`src/rtl/ptw_pkg.sv`:
```
// Package of constants and helpers for the PCI target window 1 block
package ptw_pkg;

  // ****************************************************************
  // Register map (byte addresses on the register bus)
  // ****************************************************************
  localparam int          PTW_ADR_W        = 16;            // Register bus address width
  localparam logic [15:0] PTW_OFS_BASE     = 16'hd188;      // window1_internal_base
  localparam logic [15:0] PTW_OFS_CTRL     = 16'hd18c;      // window1_control

  // ****************************************************************
  // Field positions and reset values
  // ****************************************************************
  localparam int          PTW_BASE_HI      = 31;            // Base field top bit
  localparam int          PTW_BASE_LO      = 20;            // Base field bottom bit
  localparam int          PTW_MASK_HI      = 28;            // Compare mask top bit
  localparam int          PTW_MASK_LO      = 20;            // Compare mask bottom bit
  localparam int          PTW_LEN_HI       = 10;            // Burst length code top bit
  localparam int          PTW_LEN_LO       = 8;             // Burst length code bottom bit
  localparam int          PTW_FLUSH_BIT    = 4;             // Cache flush bit
  localparam int          PTW_FIXED_BIT    = 3;             // Reserved bit held at its value
  localparam int          PTW_PE_BIT       = 2;             // Prefetch enable bit
  localparam int          PTW_EN_BIT       = 1;             // Window enable bit
  localparam int          PTW_SWAP_BIT     = 0;             // Byte swap bit
  localparam logic [11:0] PTW_BASE_RST     = 12'h000;       // Base reset value
  localparam logic [8:0]  PTW_MASK_RST     = 9'h03f;        // Compare mask reset value
  localparam logic [2:0]  PTW_LEN_RST      = 3'h3;          // Burst length reset code
  localparam logic        PTW_FIXED_VAL    = 1'b1;          // Held value of bit 3
  localparam logic        PTW_PE_RST       = 1'b1;          // Prefetch enable reset
  localparam logic        PTW_EN_RST       = 1'b0;          // Window enable reset
  localparam logic [2:0]  PTW_TOP_ALWAYS   = 3'h7;          // Bits 31:29 always compared

  // ****************************************************************
  // Configuration-space base address register layout
  // ****************************************************************
  localparam logic [3:0]  PTW_BAR_LO_ATTR  = 4'hc;          // Prefetchable, 64-bit, memory
  localparam logic [31:0] PTW_CFG_OFF_VAL  = 32'hffffffff;  // Answer while window disabled
  localparam logic [1:0]  PTW_STRAP_CYC    = 2'h2;          // Cycles until strap is settled

  // Burst length code to words; any code with the top bit set is 32
  function automatic logic [5:0] ptw_len_words(input logic [2:0] code);
    logic [5:0] w;
    w = 6'h20;
    if (!code[2])
    begin
      unique case (code[1:0])
        2'h0: w = 6'h01;
        2'h1: w = 6'h04;
        2'h2: w = 6'h08;
        2'h3: w = 6'h10;
      endcase
    end
    return w;
  endfunction

endpackage

```
`src/rtl/ptw_sync.sv`:
```
// Two-stage synchroniser for a level from outside the clock domain
`timescale 1ns/1ps
module ptw_sync
  import ptw_pkg::*;
(
  input  wire logic clk,      // System clock
  input  wire logic rst,      // Asynchronous reset, active high
  input  wire logic async_i,  // Level from a pin
  output logic      sync_o    // Level safe to use on clk
);

  // ****************************************************************
  // Synchroniser stages
  // ****************************************************************
  logic meta_q;  // First stage, read only by the second

  // Two flops; metastability settles in the first
  always_ff @(posedge clk or posedge rst)
  begin
    if (rst)
    begin
      meta_q <= 1'b0;
      sync_o <= 1'b0;
    end
    else
    begin
      meta_q <= async_i;
      sync_o <= meta_q;
    end
  end

endmodule

```
`src/rtl/ptw_burst.sv`:
```
// Internal-bus read burst issuer with optional one-burst prefetch
`timescale 1ns/1ps
module ptw_burst
  import ptw_pkg::*;
(
  input  wire logic        clk,         // System clock
  input  wire logic        rst,         // Asynchronous reset, active high
  input  wire logic        start_i,     // Target read hit, one-cycle pulse
  input  wire logic [31:0] addr_i,      // Internal-bus start address
  input  wire logic [2:0]  len_code_i,  // Burst length code
  input  wire logic        pe_i,        // Prefetch enable
  input  wire logic        flush_i,     // Cache flush, drops a pending prefetch
  input  wire logic        ack_i,       // Internal bus accepted the burst
  output logic             req_q,       // Burst request, held until ack
  output logic [31:0]      addr_q,      // Burst address
  output logic [5:0]       len_q        // Burst length in words
);

  // ****************************************************************
  // State
  // ****************************************************************
  typedef enum logic [1:0] {PTW_IDLE, PTW_DEMAND, PTW_PREFETCH} ptw_bst_t;
  ptw_bst_t   state_q;  // Current phase
  ptw_bst_t   state_d;  // Next phase
  logic [31:0] next_addr;  // Address following the current burst
  logic        go_pref;    // Follow demand burst with a prefetch

  assign next_addr = addr_q + {24'h0, len_q, 2'b00};
  assign go_pref   = pe_i && !flush_i;

  // Phase selection; a read hit that arrives outside PTW_IDLE is dropped, not queued
  always_comb
  begin
    state_d = state_q;
    unique case (state_q)
      PTW_IDLE:     if (start_i) state_d = PTW_DEMAND;
      PTW_DEMAND:   if (ack_i) state_d = go_pref ? PTW_PREFETCH : PTW_IDLE;
      PTW_PREFETCH: if (ack_i || flush_i) state_d = PTW_IDLE;
    endcase
  end

  // Request register; only one prefetch burst so the read cache stays bounded
  always_ff @(posedge clk or posedge rst)
  begin
    if (rst)
    begin
      state_q <= PTW_IDLE;
      req_q   <= 1'b0;
      addr_q  <= 32'h0;
      len_q   <= 6'h01;
    end
    else
    begin
      state_q <= state_d;
      req_q   <= (state_d != PTW_IDLE);
      if (state_q == PTW_IDLE && start_i)
      begin
        addr_q <= addr_i;
        len_q  <= ptw_len_words(len_code_i);
      end
      else if (state_q == PTW_DEMAND && state_d == PTW_PREFETCH)
        addr_q <= next_addr;
    end
  end
endmodule

```
`src/rtl/ptw_window.sv`:
```
// Inbound PCI target memory window 1: registers, hit logic and bursts
`timescale 1ns/1ps

module ptw_window
  import ptw_pkg::*;
(
  input  wire logic                 clk,           // System clock, 50 MHz
  input  wire logic                 rst,           // Asynchronous reset, active high
  input  wire logic [PTW_ADR_W-1:0] wb_adr_i,      // Wishbone byte address
  input  wire logic [31:0]          wb_dat_i,      // Wishbone write data
  input  wire logic [3:0]           wb_sel_i,      // Wishbone byte selects
  input  wire logic                 wb_we_i,       // Wishbone write enable
  input  wire logic                 wb_cyc_i,      // Wishbone cycle
  input  wire logic                 wb_stb_i,      // Wishbone strobe
  output logic [31:0]               wb_dat_o,      // Wishbone read data
  output logic                      wb_ack_o,      // Wishbone acknowledge
  input  wire logic                 big_endian_i,  // Endian strap pin
  input  wire logic                 tgt_valid,     // PCI memory access present
  input  wire logic                 tgt_write,     // Access is a write
  input  wire logic [31:0]          tgt_addr,      // PCI address
  input  wire logic [31:0]          tgt_wdata,     // PCI write data
  output logic                      tgt_hit_q,     // Access hit window 1
  output logic [31:0]               ib_addr_q,     // Translated internal address
  output logic                      ib_wr_q,       // Internal write strobe
  output logic [31:0]               ib_wdata_q,    // Internal write data
  input  wire logic                 ib_rd_ack,     // Internal bus took the burst
  output logic                      ib_rd_req_q,   // Internal read burst request
  output logic [31:0]               ib_rd_addr_q,  // Burst address
  output logic [5:0]                ib_rd_len_q,   // Burst length in words
  input  wire logic                 ib_rvalid,     // Internal read data valid
  input  wire logic [31:0]          ib_rdata,      // Internal read data
  output logic                      tgt_rvalid_q,  // Read data to PCI valid
  output logic [31:0]               tgt_rdata_q,   // Read data to PCI
  output logic                      cache_flush_q, // Read cache invalidate pulse
  input  wire logic                 cfg_bar_wr,    // Config write to a window BAR
  input  wire logic                 cfg_bar_rd,    // Config read of a window BAR
  input  wire logic                 cfg_bar_upper, // Selects the upper BAR
  input  wire logic [31:0]          cfg_wdata,     // Config write data
  output logic [31:0]               cfg_rdata_q    // Config read data
);

  // ****************************************************************
  // Register state
  // ****************************************************************
  logic [11:0] base_q;      // Internal-bus window base
  logic [8:0]  mask_q;      // Address compare mask
  logic [2:0]  len_code_q;  // Burst length code
  logic        flush_q;     // Cache flush, self clearing
  logic        pe_q;        // Window prefetch enable
  logic        en_q;        // Window enable
  logic        swap_q;      // Byte swap enable
  logic [11:0] bar_lo_q;    // PCI BAR lower, bits 31:20
  logic [31:0] bar_hi_q;    // PCI BAR upper
  logic [1:0]  init_cnt_q;  // Counts to strap settle point
  logic        strap_be;    // Synchronised endian strap

  // ****************************************************************
  // Wishbone decode
  // ****************************************************************
  wire        wb_req    = wb_cyc_i && wb_stb_i && !wb_ack_o;  // New request
  wire        wb_xfer   = wb_cyc_i && wb_stb_i && wb_ack_o;   // Transfer ends at ack edge
  wire        hit_base  = (wb_adr_i == PTW_OFS_BASE);         // Base register hit
  wire        hit_ctrl  = (wb_adr_i == PTW_OFS_CTRL);         // Control register hit
  // Writes land at the edge where the master sees ack, as the bus defines it
  wire        wr_base   = wb_xfer && wb_we_i && hit_base;     // Base write
  wire        wr_ctrl   = wb_xfer && wb_we_i && hit_ctrl;     // Control write
  wire [31:0] be_mask   = {{8{wb_sel_i[3]}}, {8{wb_sel_i[2]}},
                           {8{wb_sel_i[1]}}, {8{wb_sel_i[0]}}}; // Byte lane mask

  // Register images as seen by software, reserved bits zero except bit 3, held at one
  wire [31:0] base_img  = {base_q, 20'h0};
  wire [31:0] ctrl_img  = {3'h0, mask_q, 9'h0, len_code_q, 3'h0, flush_q,
                           PTW_FIXED_VAL, pe_q, en_q, swap_q};
  wire [31:0] base_new  = (base_img & ~be_mask) | (wb_dat_i & be_mask);  // Merged base
  wire [31:0] ctrl_new  = (ctrl_img & ~be_mask) | (wb_dat_i & be_mask);  // Merged control

  // Read mux; unmapped addresses answer with zero
  wire [31:0] rd_mux    = hit_base ? base_img :
                          hit_ctrl ? ctrl_img : 32'h0;

  // Wishbone answer: ack one cycle after the request, dropped the next
  always_ff @(posedge clk or posedge rst)
  begin
    if (rst)
    begin
      wb_ack_o <= 1'b0;
      wb_dat_o <= 32'h0;
    end
    else
    begin
      wb_ack_o <= wb_req;
      wb_dat_o <= (wb_req && !wb_we_i) ? rd_mux : 32'h0;
    end
  end

  // ****************************************************************
  // Endian strap capture
  // ****************************************************************
  ptw_sync u_strap_sync (
    .clk     (clk),
    .rst     (rst),
    .async_i (big_endian_i),
    .sync_o  (strap_be)
  );

  // Settle counter; the strap is taken only after the synchroniser is valid
  always_ff @(posedge clk or posedge rst)
  begin
    if (rst)
      init_cnt_q <= 2'h0;
    else if (init_cnt_q != PTW_STRAP_CYC + 2'h1)
      init_cnt_q <= init_cnt_q + 2'h1;
  end

  // One-shot load; the synchroniser output carries the pin only after two edges
  wire strap_load = (init_cnt_q == PTW_STRAP_CYC);  // Strap settled

  // ****************************************************************
  // Software registers
  // ****************************************************************
  // Base register
  always_ff @(posedge clk or posedge rst)
  begin
    if (rst)
      base_q <= PTW_BASE_RST;
    else if (wr_base)
      base_q <= base_new[PTW_BASE_HI:PTW_BASE_LO];
  end

  // Control register fields
  always_ff @(posedge clk or posedge rst)
  begin
    if (rst)
    begin
      mask_q     <= PTW_MASK_RST;
      len_code_q <= PTW_LEN_RST;
      pe_q       <= PTW_PE_RST;
      en_q       <= PTW_EN_RST;
    end
    else if (wr_ctrl)
    begin
      mask_q     <= ctrl_new[PTW_MASK_HI:PTW_MASK_LO];
      len_code_q <= ctrl_new[PTW_LEN_HI:PTW_LEN_LO];
      pe_q       <= ctrl_new[PTW_PE_BIT];
      en_q       <= ctrl_new[PTW_EN_BIT];
    end
  end

  // Flush bit: a one sets it, a zero does nothing, it clears the next cycle
  always_ff @(posedge clk or posedge rst)
  begin
    if (rst)
      flush_q <= 1'b0;
    else
      flush_q <= wr_ctrl && wb_sel_i[0] && wb_dat_i[PTW_FLUSH_BIT];
  end

  // Swap bit: strap gives the default, software may override afterwards
  always_ff @(posedge clk or posedge rst)
  begin
    if (rst)
      swap_q <= 1'b0;
    else if (strap_load)
      swap_q <= strap_be;
    else if (wr_ctrl)
      swap_q <= ctrl_new[PTW_SWAP_BIT];
  end

  // ****************************************************************
  // Configuration-space base address registers
  // ****************************************************************
  // Writes land only while the window is enabled
  always_ff @(posedge clk or posedge rst)
  begin
    if (rst)
    begin
      bar_lo_q <= PTW_BASE_RST;
      bar_hi_q <= 32'h0;
    end
    else if (cfg_bar_wr && en_q)
    begin
      if (cfg_bar_upper)
        bar_hi_q <= cfg_wdata;
      else
        bar_lo_q <= cfg_wdata[PTW_BASE_HI:PTW_BASE_LO];
    end
  end

  // Prefetchable flag is a constant; the prefetch enable never reaches it
  wire [31:0] bar_lo_img = {bar_lo_q, 16'h0, PTW_BAR_LO_ATTR};
  wire [31:0] cfg_mux    = !en_q         ? PTW_CFG_OFF_VAL :
                           cfg_bar_upper ? bar_hi_q : bar_lo_img;

  // Config read data register
  always_ff @(posedge clk or posedge rst)
  begin
    if (rst)
      cfg_rdata_q <= 32'h0;
    else if (cfg_bar_rd)
      cfg_rdata_q <= cfg_mux;
  end

  // ****************************************************************
  // Address compare and translation
  // ****************************************************************
  wire [11:0] cmp_mask  = {PTW_TOP_ALWAYS, mask_q};
  wire        addr_hit  = ((tgt_addr[31:20] ^ bar_lo_q) & cmp_mask) == 12'h0;
  wire        win_hit   = tgt_valid && en_q && addr_hit;
  wire [31:0] xlat_addr = {(base_q & cmp_mask) | (tgt_addr[31:20] & ~cmp_mask),
                           tgt_addr[19:0]};
  wire        rd_start  = win_hit && !tgt_write;                      // Read hit

  // Byte swap; unswapped words pass as they are in either endian mode
  function automatic logic [31:0] swap32(input logic [31:0] d, input logic s);
    return s ? {d[7:0], d[15:8], d[23:16], d[31:24]} : d;
  endfunction

  // Target write path and hit flag
  always_ff @(posedge clk or posedge rst)
  begin
    if (rst)
    begin
      tgt_hit_q  <= 1'b0;
      ib_addr_q  <= 32'h0;
      ib_wr_q    <= 1'b0;
      ib_wdata_q <= 32'h0;
    end
    else
    begin
      tgt_hit_q <= win_hit;
      ib_wr_q   <= win_hit && tgt_write;
      if (win_hit)
      begin
        ib_addr_q  <= xlat_addr;
        ib_wdata_q <= swap32(tgt_wdata, swap_q);
      end
    end
  end

  // Read return path, swapped the same way
  always_ff @(posedge clk or posedge rst)
  begin
    if (rst)
    begin
      tgt_rvalid_q <= 1'b0;
      tgt_rdata_q  <= 32'h0;
    end
    else
    begin
      tgt_rvalid_q <= ib_rvalid;
      tgt_rdata_q  <= swap32(ib_rdata, swap_q);
    end
  end

  // Flush pulse to the read cache, one cycle after flush_q; flush_q itself cancels a pending prefetch
  always_ff @(posedge clk or posedge rst)
  begin
    if (rst)
      cache_flush_q <= 1'b0;
    else
      cache_flush_q <= flush_q;
  end

  // ****************************************************************
  // Read burst issue
  // ****************************************************************
  // Satellite-mode prefetch advice is left to software; hardware obeys pe_q
  ptw_burst u_burst (
    .clk        (clk),
    .rst        (rst),
    .start_i    (rd_start),
    .addr_i     (xlat_addr),
    .len_code_i (len_code_q),
    .pe_i       (pe_q),
    .flush_i    (flush_q),
    .ack_i      (ib_rd_ack),
    .req_q      (ib_rd_req_q),
    .addr_q     (ib_rd_addr_q),
    .len_q      (ib_rd_len_q)
  );
endmodule

```
`config.mk`:
```
export PLATFORM = sky130hd
export DESIGN_NAME = ptw_window
export DESIGN_NICKNAME = d
export VERILOG_FILES = /design/src/rtl/ptw_pkg.sv /design/src/rtl/ptw_sync.sv /design/src/rtl/ptw_burst.sv /design/src/rtl/ptw_window.sv
export SDC_FILE = /design/constraint.sdc
export NUM_CORES = 1
export LEC_CHECK = 0
export BUFFER_PORTS_ARGS = -buffer_cell sky130_fd_sc_hd__buf_2
export CAP_MARGIN = 20
export CORE_AREA = 2 2 174 142
export DETAILED_ROUTE_END_ITERATION = 10
export DIE_AREA = 0 0 176 144
export PLACE_DENSITY_LB_ADDON = 0.2
export SLEW_MARGIN = 0
export SYNTH_ARGS = -nofsm -noshare
export SYNTH_HDL_FRONTEND = slang
export SYNTH_SLANG_ARGS = --single-unit
```
`constraint.sdc`:
```
create_clock -name clk -period 12.3 [get_ports clk]
set_input_delay 1.845 -clock clk [delete_from_list [all_inputs] [get_ports clk]]
set_output_delay 1.845 -clock clk [all_outputs]
set_load 0.02 [all_outputs]
```
# ---- Yosys cells after proc, flatten, opt, wreduce, memory -nomap -nowiden
# Index checks and enable logic that the tools add are counted.
# W data, S select, Z words.
dict set report word_totals {
  ff_bits 282
  output_inout_bits 204
}
dict set report classes {
  addsub 2
  n_eq_ne 10
  mux 18
  bitwise 13
  n_reduce_logical 30
}
# op count
set ops {}
lappend ops {{$mux W32} 8}
lappend ops {{$and A32 B32 Y32} 2}
lappend ops {{$and A12 B12 Y12} 3}
lappend ops {{$add A32 B8 Y32} 1}
lappend ops {{$eq A16 B16 Y1 const B} 2}
lappend ops {{$not A32 Y32} 1}
lappend ops {{$or A32 B32 Y32} 1}
lappend ops {{$and A29 B29 Y29} 1}
lappend ops {{$mux W29} 1}
lappend ops {{$or A29 B29 Y29} 1}
lappend ops {{$pmux W6 S4} 1}
lappend ops {{$logic_and A1 B1 Y1} 17}
lappend ops {{$logic_not A12 Y1} 1}
lappend ops {{$not A12 Y12} 1}
lappend ops {{$or A12 B12 Y12} 1}
lappend ops {{$xor A12 B12 Y12} 1}
lappend ops {{$eq A2 B2 Y1 const B} 5}
lappend ops {{$mux W2} 4}
lappend ops {{$mux W6} 1}
lappend ops {{$pmux W2 S3} 1}
lappend ops {{$reduce_bool A2 Y1} 3}
lappend ops {{$eq A2 B1 Y1 const B} 2}
lappend ops {{$logic_not A1 Y1} 4}
lappend ops {{$logic_not A2 Y1} 2}
lappend ops {{6 further kinds} 8}

# ---- Depth between registers and ports, before layout
# Gate-level depths: netlist of the first run.
dict set report depth {
  ltp_word 11
  depth_mapped 9
}

# ---- Modules after synthesis
# Synthesis of the first run repeated with hierarchy kept, for this count alone.
dict set report unflattened {
  hier_cells 954
  area_unflattened_um2 12306.8
}
# mod n_inst cells_each area_per_inst_um2
set by_module_without_submodules {}
lappend by_module_without_submodules {ptw_window 1 669 9793.1}
lappend by_module_without_submodules {ptw_burst 1 282 2459.9}
lappend by_module_without_submodules {ptw_sync 1 3 53.8}

# ---- Least setup slack after synthesis of the first run
# OpenSTA, ideal clock, no wires.
dict set report synth_path {
  kind {input to register}
  from {input tgt_addr[31]}
  to {register ib_addr_q[10]}
  setup_ns 0.125
  arrival_time_ns 3.350
  path_slack_ns 8.825
  stages 7
  cell_sequence {xor2_1 nor4_1 and4_1 and2_1 buf_2 buf_4 mux2_2}
}
dict set report synth_via {
  elab_chain_cells 4
}
# element line
set synth_lines {}
lappend synth_lines {{start: declaration} ptw_window.sv:20} ;# input wire logic [31:0] tgt_addr,
lappend synth_lines {{$xor A12 B12 Y12} ptw_window.sv:207} ;# wire addr_hit = ((tgt_addr[31:20] ^ bar_lo_q) & cmp_mask) == 12'h0;
lappend synth_lines {{$and A12 B12 Y12} ptw_window.sv:207}
lappend synth_lines {{$logic_not A12 Y1} ptw_window.sv:207}
lappend synth_lines {{$logic_and A1 B1 Y1} ptw_window.sv:208} ;# wire win_hit = tgt_valid && en_q && addr_hit;
lappend synth_lines {{end signal: assignment} ptw_window.sv:234} ;# ib_addr_q <= xlat_addr;
lappend synth_lines {{end: declaration} ptw_window.sv:23} ;# output logic [31:0] ib_addr_q,
# Every way passes these cells.
# A chain may end at the register's enable or synchronous reset.

# ---- Worst setup path in the final report of the first run
dict set report layout_path {
  from {input tgt_addr[31]}
  to {register ib_addr_q[12]}
}
# Same word-level chain as after synthesis.

==> flow_summary.toml, run 1 <==
[cts]
ctsHoldBuffers = 0
cts.htree.levels = 1
cts_tree = "built"
clock-sinks = 269
ctsResizeCount = 0
post_cts_buffers = 0
clockRootBuffer = "clkbuf_16"
clkTransAtPathRegs_ns = 0.06
clk_latency_ns = 0.53
clockBufferDepth = 3
numCtsBuffers = 28

[run]
cap_violations = 0

[sta]
final-hold-violation-count = 0
holdWs_ns = 0.367
tns_ns = 0
worstMarginPinSlew_ns = 1.02
rsz0062_at_grt = "false"
relSlewSlack_pct = 32.3
finClkSkew_ns = 0.0125
slew_violations = 0
fin_crit_sh_pct = 37.8
setup_viol = 0
fmax_ghz = 0.215
period_needed_ns = 4.64
fin_ws_ns = 7.66

[final_layout]
final_common_cell = "buf_2"
fin_nets = 1555
syn_to_final_growth_pct = 25.0
layout_common_cells = "buf_2, dfrtp_1, mux2_2"
drive_gt1_share_pct = 41.8

[worst_setup_path]
crit_path_start_kind = "primary input"
end_kind = "register"
arrival_ns = 5.06
crit_path_start = "tgt_addr[31]"
r2r_end = "ib_addr_q[12]$_DFFE_PP0N_"
required_ns = 12.71
r2r_setup_slack_ns = 8.55
critPathMaxFanout = 86
crit_type = "in2reg"
crit_path_end = "ib_addr_q[12]$_DFFE_PP0N_"
reg2reg_depth = 7

[detailed_routing]
drt_iter0_drc = 474
wl_per_cell_um = 18.2
drc_errors = 0
via_per_inst = 5.27
wl_um = 30800
firstDrtPassIters = 5
vias = 8924
ant_nets = 0

[global_routing]
antenna_found_initial = 4
track_usage_pct = 23.7
grt_pass1_vias = 8634
grt_start_max_net_pins = 139
overflow = 0
grt_pass1_wl_um = 47100

[yosys]
post_synth.cell_area_avg_um2 = 11.8
synth_edf_count = 0
syn_area_um2 = 11800
async_reset_ff_share_pct = 100
yosys_warnings = 0
yosysSeqAreaShare_pct = 56.9
ys_ff_latch = 269
yosys_most_used_dff = "dfrtp_1"
netlist_instances = 1002
synth_cell_types = 57

[placed_design]
io_buffers = 370
dpl.hpwl_um = 22100
place_congestion = 0.807
post-place-ws_ns = 7.19

[power]
power.leakage_nw = 7.50
power_density_nw_per_um2 = 128
vdd_drop_max_mv = 0.110

[run_status]
status = "finished, final reports clean"

[min_path]
min_path_cells = 0
hp-class = "reg2reg"

[die]
chipWidth_um = 176
die_area_um2 = 25300
initial_core_util_pct = 49.8
io_pins = 397
chipHeight_um = 144
num_rows = 51
core-area_um2 = 23800
[logic make-up (layout without fill, tap and decap cells)]
| kind of cell | count (synthesis) | count (layout) | share of synthesized area [%] |
|---|---|---|---|
| AND/OR/NAND/NOR | 271 | 271 | 10.9 |
| flip-flops | 269 | 269 | 56.9 |
| multiplexers | 195 | 195 | 17.8 |
| AO/OA/AOI/OAI | 154 | 154 | 8.11 |
| buffers and inverters | 85 | 444 | 3.86 |
| XOR/XNOR | 16 | 16 | 1.18 |
| adder cells (fa/ha/maj) | 11 | 11 | 1.16 |
| other | 1 | 16 | 0.0317 |
[cell usage after synthesis (all sizes together) (2+ instances only)]
| cell type | number | area [µm²] |
|---|---|---|
| a211oi | 4 | 30.0 |
| a21boi | 2 | 15.0 |
| a21oi | 61 | 309 |
| a22oi | 3 | 22.5 |
| a31oi | 38 | 238 |
| and2 | 11 | 68.8 |
| and3 | 10 | 62.6 |
| buf | 46 | 310 |
| clkbuf | 26 | 97.6 |
| dfrtp | 259 | 6480 |
| dfstp | 10 | 263 |
| ha | 11 | 138 |
| inv | 13 | 48.8 |
| mux2 | 125 | 1410 |
| mux2i | 70 | 701 |
| nand2 | 65 | 244 |
| nand3 | 18 | 90.1 |
| nand3b | 4 | 30.0 |
| nand4 | 8 | 56.3 |
| nand4b | 2 | 17.5 |
| nor2 | 111 | 417 |
| nor3 | 5 | 35.0 |
| nor3b | 3 | 22.5 |
| nor4 | 9 | 56.3 |
| nor4bb | 2 | 20.0 |
| o211ai | 3 | 27.5 |
| o21ai | 13 | 68.8 |
| o31a | 6 | 52.6 |
| o31ai | 14 | 105 |
| o41ai | 4 | 35.0 |
| or3 | 3 | 18.8 |
| or4 | 14 | 105 |
| or4b | 2 | 20.0 |
| xnor2 | 3 | 26.3 |
| xor2 | 13 | 114 |
[layer usage]
| layer | track usage (%) | share of wire (%) |
|---|---|---|
| met3 | 7.23 | 8.0 |
| met1 | 31.4 | 42 |
| met5 | 0 | 0.058 |
| met4 | 5.05 | 1.7 |
| met2 | 38.8 | 48 |
[layout make-up]
class,count,area [µm²]
fill,1954,8990
clock buffer,41,861
antenna,3,7.51
sequential,269,6750
tap,318,398
inverter,13,56.3
clock inverter,11,108
timing repair buffer,379,1930
multi-input combinational,660,4700
[critical path, stage by stage]
cell and delay, ns:
buf_2 0.10, xor2_1 0.15, nor4_1 0.69, and4_1 0.62
and2_4 0.46, buf_4 0.76, mux2_2 0.42
[through the flow]
stage	cell area [µm²]	instances	total power [mW]	util [%]
finish	14800	1694	1.89	62.2
detailed placement	13800	1637	1.03	58.0
floorplan	11900	1014	0.982	-
global placement	13800	1637	1.03	58.0
CTS	14800	1689	1.91	62.1
global route	14800	1692	1.96	62.2
[worst min path at each step]
stage | slack, ns | to | from
global route | 0.38 | u_strap_sync.sync_o$_DFF_PP0_ | u_strap_sync.meta_q$_DFF_PP0_
CTS | 0.37 | u_strap_sync.sync_o$_DFF_PP0_ | u_strap_sync.meta_q$_DFF_PP0_
floorplan | 0.33 | u_strap_sync.sync_o$_DFF_PP0_ | u_strap_sync.meta_q$_DFF_PP0_
detailed placement | 0.34 | u_strap_sync.sync_o$_DFF_PP0_ | u_strap_sync.meta_q$_DFF_PP0_
finish | 0.37 | u_strap_sync.sync_o$_DFF_PP0_ | u_strap_sync.meta_q$_DFF_PP0_
global placement | 0.34 | u_strap_sync.sync_o$_DFF_PP0_ | u_strap_sync.meta_q$_DFF_PP0_
[report_power, final]
part	switching (mW)	total [mW]	internal, mW
clock	0.348	0.873	0.525
sequential	0.00820	0.903	0.895
combinational	0.0671	0.113	0.0459
total	0.423	1.89	1.47
(Power assumes the default switching activity.)
==> run 2, diff against run 1 <==
- clock period: 12.3 -> 4.4 ns (I/O delays scaled with it)
==> run 2 against run 1 <==
  * Via count is 0.16% lower
  * First-iteration DRC count is 34% higher
  * Final cell count hardly changed
  * Global-route usage hardly changed
  * Cell area is 0.34% lower
  * Non-clock buffer count is 3 higher
  * Clock power grew to 2.6 times the previous value
  * Largest cell class unchanged
==> flow_summary.toml, run 2 (synthesis gave the netlist of run 1 again) <==
[run_status]
status = "finished, final reports clean"

[worst_setup_path]
r2r_setup_slack_ns = 1.45
critPathMaxFanout = 24
reg2reg_from = "bar_lo_q[7]$_DFFE_PP0P_"
arrival_ns = 3.34
crit_path_start_kind = "register"
crit_type = "reg2reg"
end_kind = "register"
required_ns = 4.79
crit_path_start = "bar_lo_q[7]$_DFFE_PP0P_"

[die]
chipWidth_um = 176
initial_core_util_pct = 49.8
num_rows = 51
io_pins = 397
die_area_um2 = 25300
chipHeight_um = 144
core-area_um2 = 23800

[detailed_routing]
via_per_inst = 5.26
ant_nets = 0
firstDrtPassIters = 6
wl_um = 31000
drt_iter0_drc = 633
drc_errors = 0
wl_per_cell_um = 18.3
vias = 8910

[placed_design]
io_buffers = 370
place_congestion = 0.833
dpl.hpwl_um = 22200
post-place-ws_ns = 1.02
placed_area_um2 = 13900

[sta]
rsz0062_at_grt = "false"
fin_crit_sh_pct = 67.1
setup_viol = 0
slew_violations = 0
finClkSkew_ns = 0.0141
fmax_ghz = 0.339
period_needed_ns = 2.95
holdWs_ns = 0.0936
final-hold-violation-count = 0
worstMarginPinSlew_ns = 1.04
tns_ns = 0
relSlewSlack_pct = 30.3
fin_ws_ns = 1.45

[global_routing]
track_usage_pct = 23.7
grt_start_max_net_pins = 170
grt_pass1_vias = 8569
overflow = 0
grt_pass1_wl_um = 47000
antenna_found_initial = 5

[run]
cap_violations = 0

[min_path]
hp-class = "in2async"

[final_layout]
final_cell_area_um2 = 14800
drive_gt1_share_pct = 41.2
syn_to_final_growth_pct = 24.6
layout_common_cells = "buf_2, dfrtp_1, mux2_2"
fin_nets = 1558
multiInputGateArea_um2 = 4700
fillCellCount = 1972
regArea_um2 = 6750
final_common_cell = "buf_2"

[power]
power.leakage_nw = 7.46
seq_power_share_pct = 49.2
power_density_nw_per_um2 = 348
p_sw_share_pct = 22.8
p_comb_share_pct = 6.2
vdd_drop_max_mv = 0.262
internal-power_mw = 3.96
p_sw_mw = 1.17
p_clk_share_pct = 44.6

[cts]
post_cts_buffers = 0
cts.htree.levels = 1
clockRootBuffer = "clkbuf_16"
ctsResizeCount = 0
clock-sinks = 269
cts_tree = "built"
clkTransAtPathRegs_ns = 0.06
numCtsBuffers = 28
clk_latency_ns = 0.53
ctsHoldBuffers = 0
clockBufferDepth = 3
[run 2: power by group through the flow]
stage          combinational [mW]  clock (mW)  sequential (mW)
6_report                    0.319        2.29             2.53
5_1_grt                     0.352        2.46             2.53
4_1_cts                     0.324        2.34             2.53
3_5_place_dp                0.324           0             2.57
3_3_place_gp                0.318           0             2.57
2_1_floorplan               0.152           0             2.59
[run 2: layer usage]
| metal | wire (µm) | up-vias | global-route usage (%) |
|---|---|---|---|
| met2 | 14600 | 282 | 38.3 |
| li1 | - | 4255 | - |
| met4 | 544 | 6 | 4.83 |
| met1 | 13300 | 4325 | 31.8 |
| met3 | 2460 | 42 | 7.39 |
| met5 | 37 | - | 0 |
[run 2: worst max-delay path: stages, from the launching register on]
cell,delay (ns)
dfrtp_1,0.40
xor2_1,0.17
a222oi_1,0.76
and3b_1,0.47
nand2_1,0.41
buf_4,0.37
nor2_1,0.17
a31oi_1,0.06
[run 2: cell type report]
cell class,count,share of cell area (%)
Antenna cell,1,0.0170
Tap cell,318,2.70
Inverter,13,0.356
Sequential cell,269,45.7
Clock buffer,45,5.53
Timing Repair Buffer,382,13.4
Clock inverter,7,0.449
Multi-Input combinational cell,660,31.8
[run 2: final timing paths]
kind	to	depth (start not counted)
setup / recovery	u_burst.addr_q[30]$_DFFE_PP0P_	7
hold / removal	cfg_rdata_q[29]$_DFFE_PP0P_	2
setup reg to reg	u_burst.addr_q[30]$_DFFE_PP0P_	7
hold reg to reg	u_strap_sync.sync_o$_DFF_PP0_	0
max in group asynchronous	ib_addr_q[13]$_DFFE_PP0N_	3
min in group clk	tgt_rvalid_q$_DFF_PP0_	1
[run 2: stage by stage]
step / std cells / power, mW / utilization [%]
5_1_grt: 1695 / 5.34 / 62.0
2_1_floorplan: 1014 / 2.75 / -
6_report: 1695 / 5.13 / 62.0
3_5_place_dp: 1642 / 2.89 / 58.3
3_3_place_gp: 1642 / 2.89 / 58.3
4_1_cts: 1694 / 5.18 / 62.0
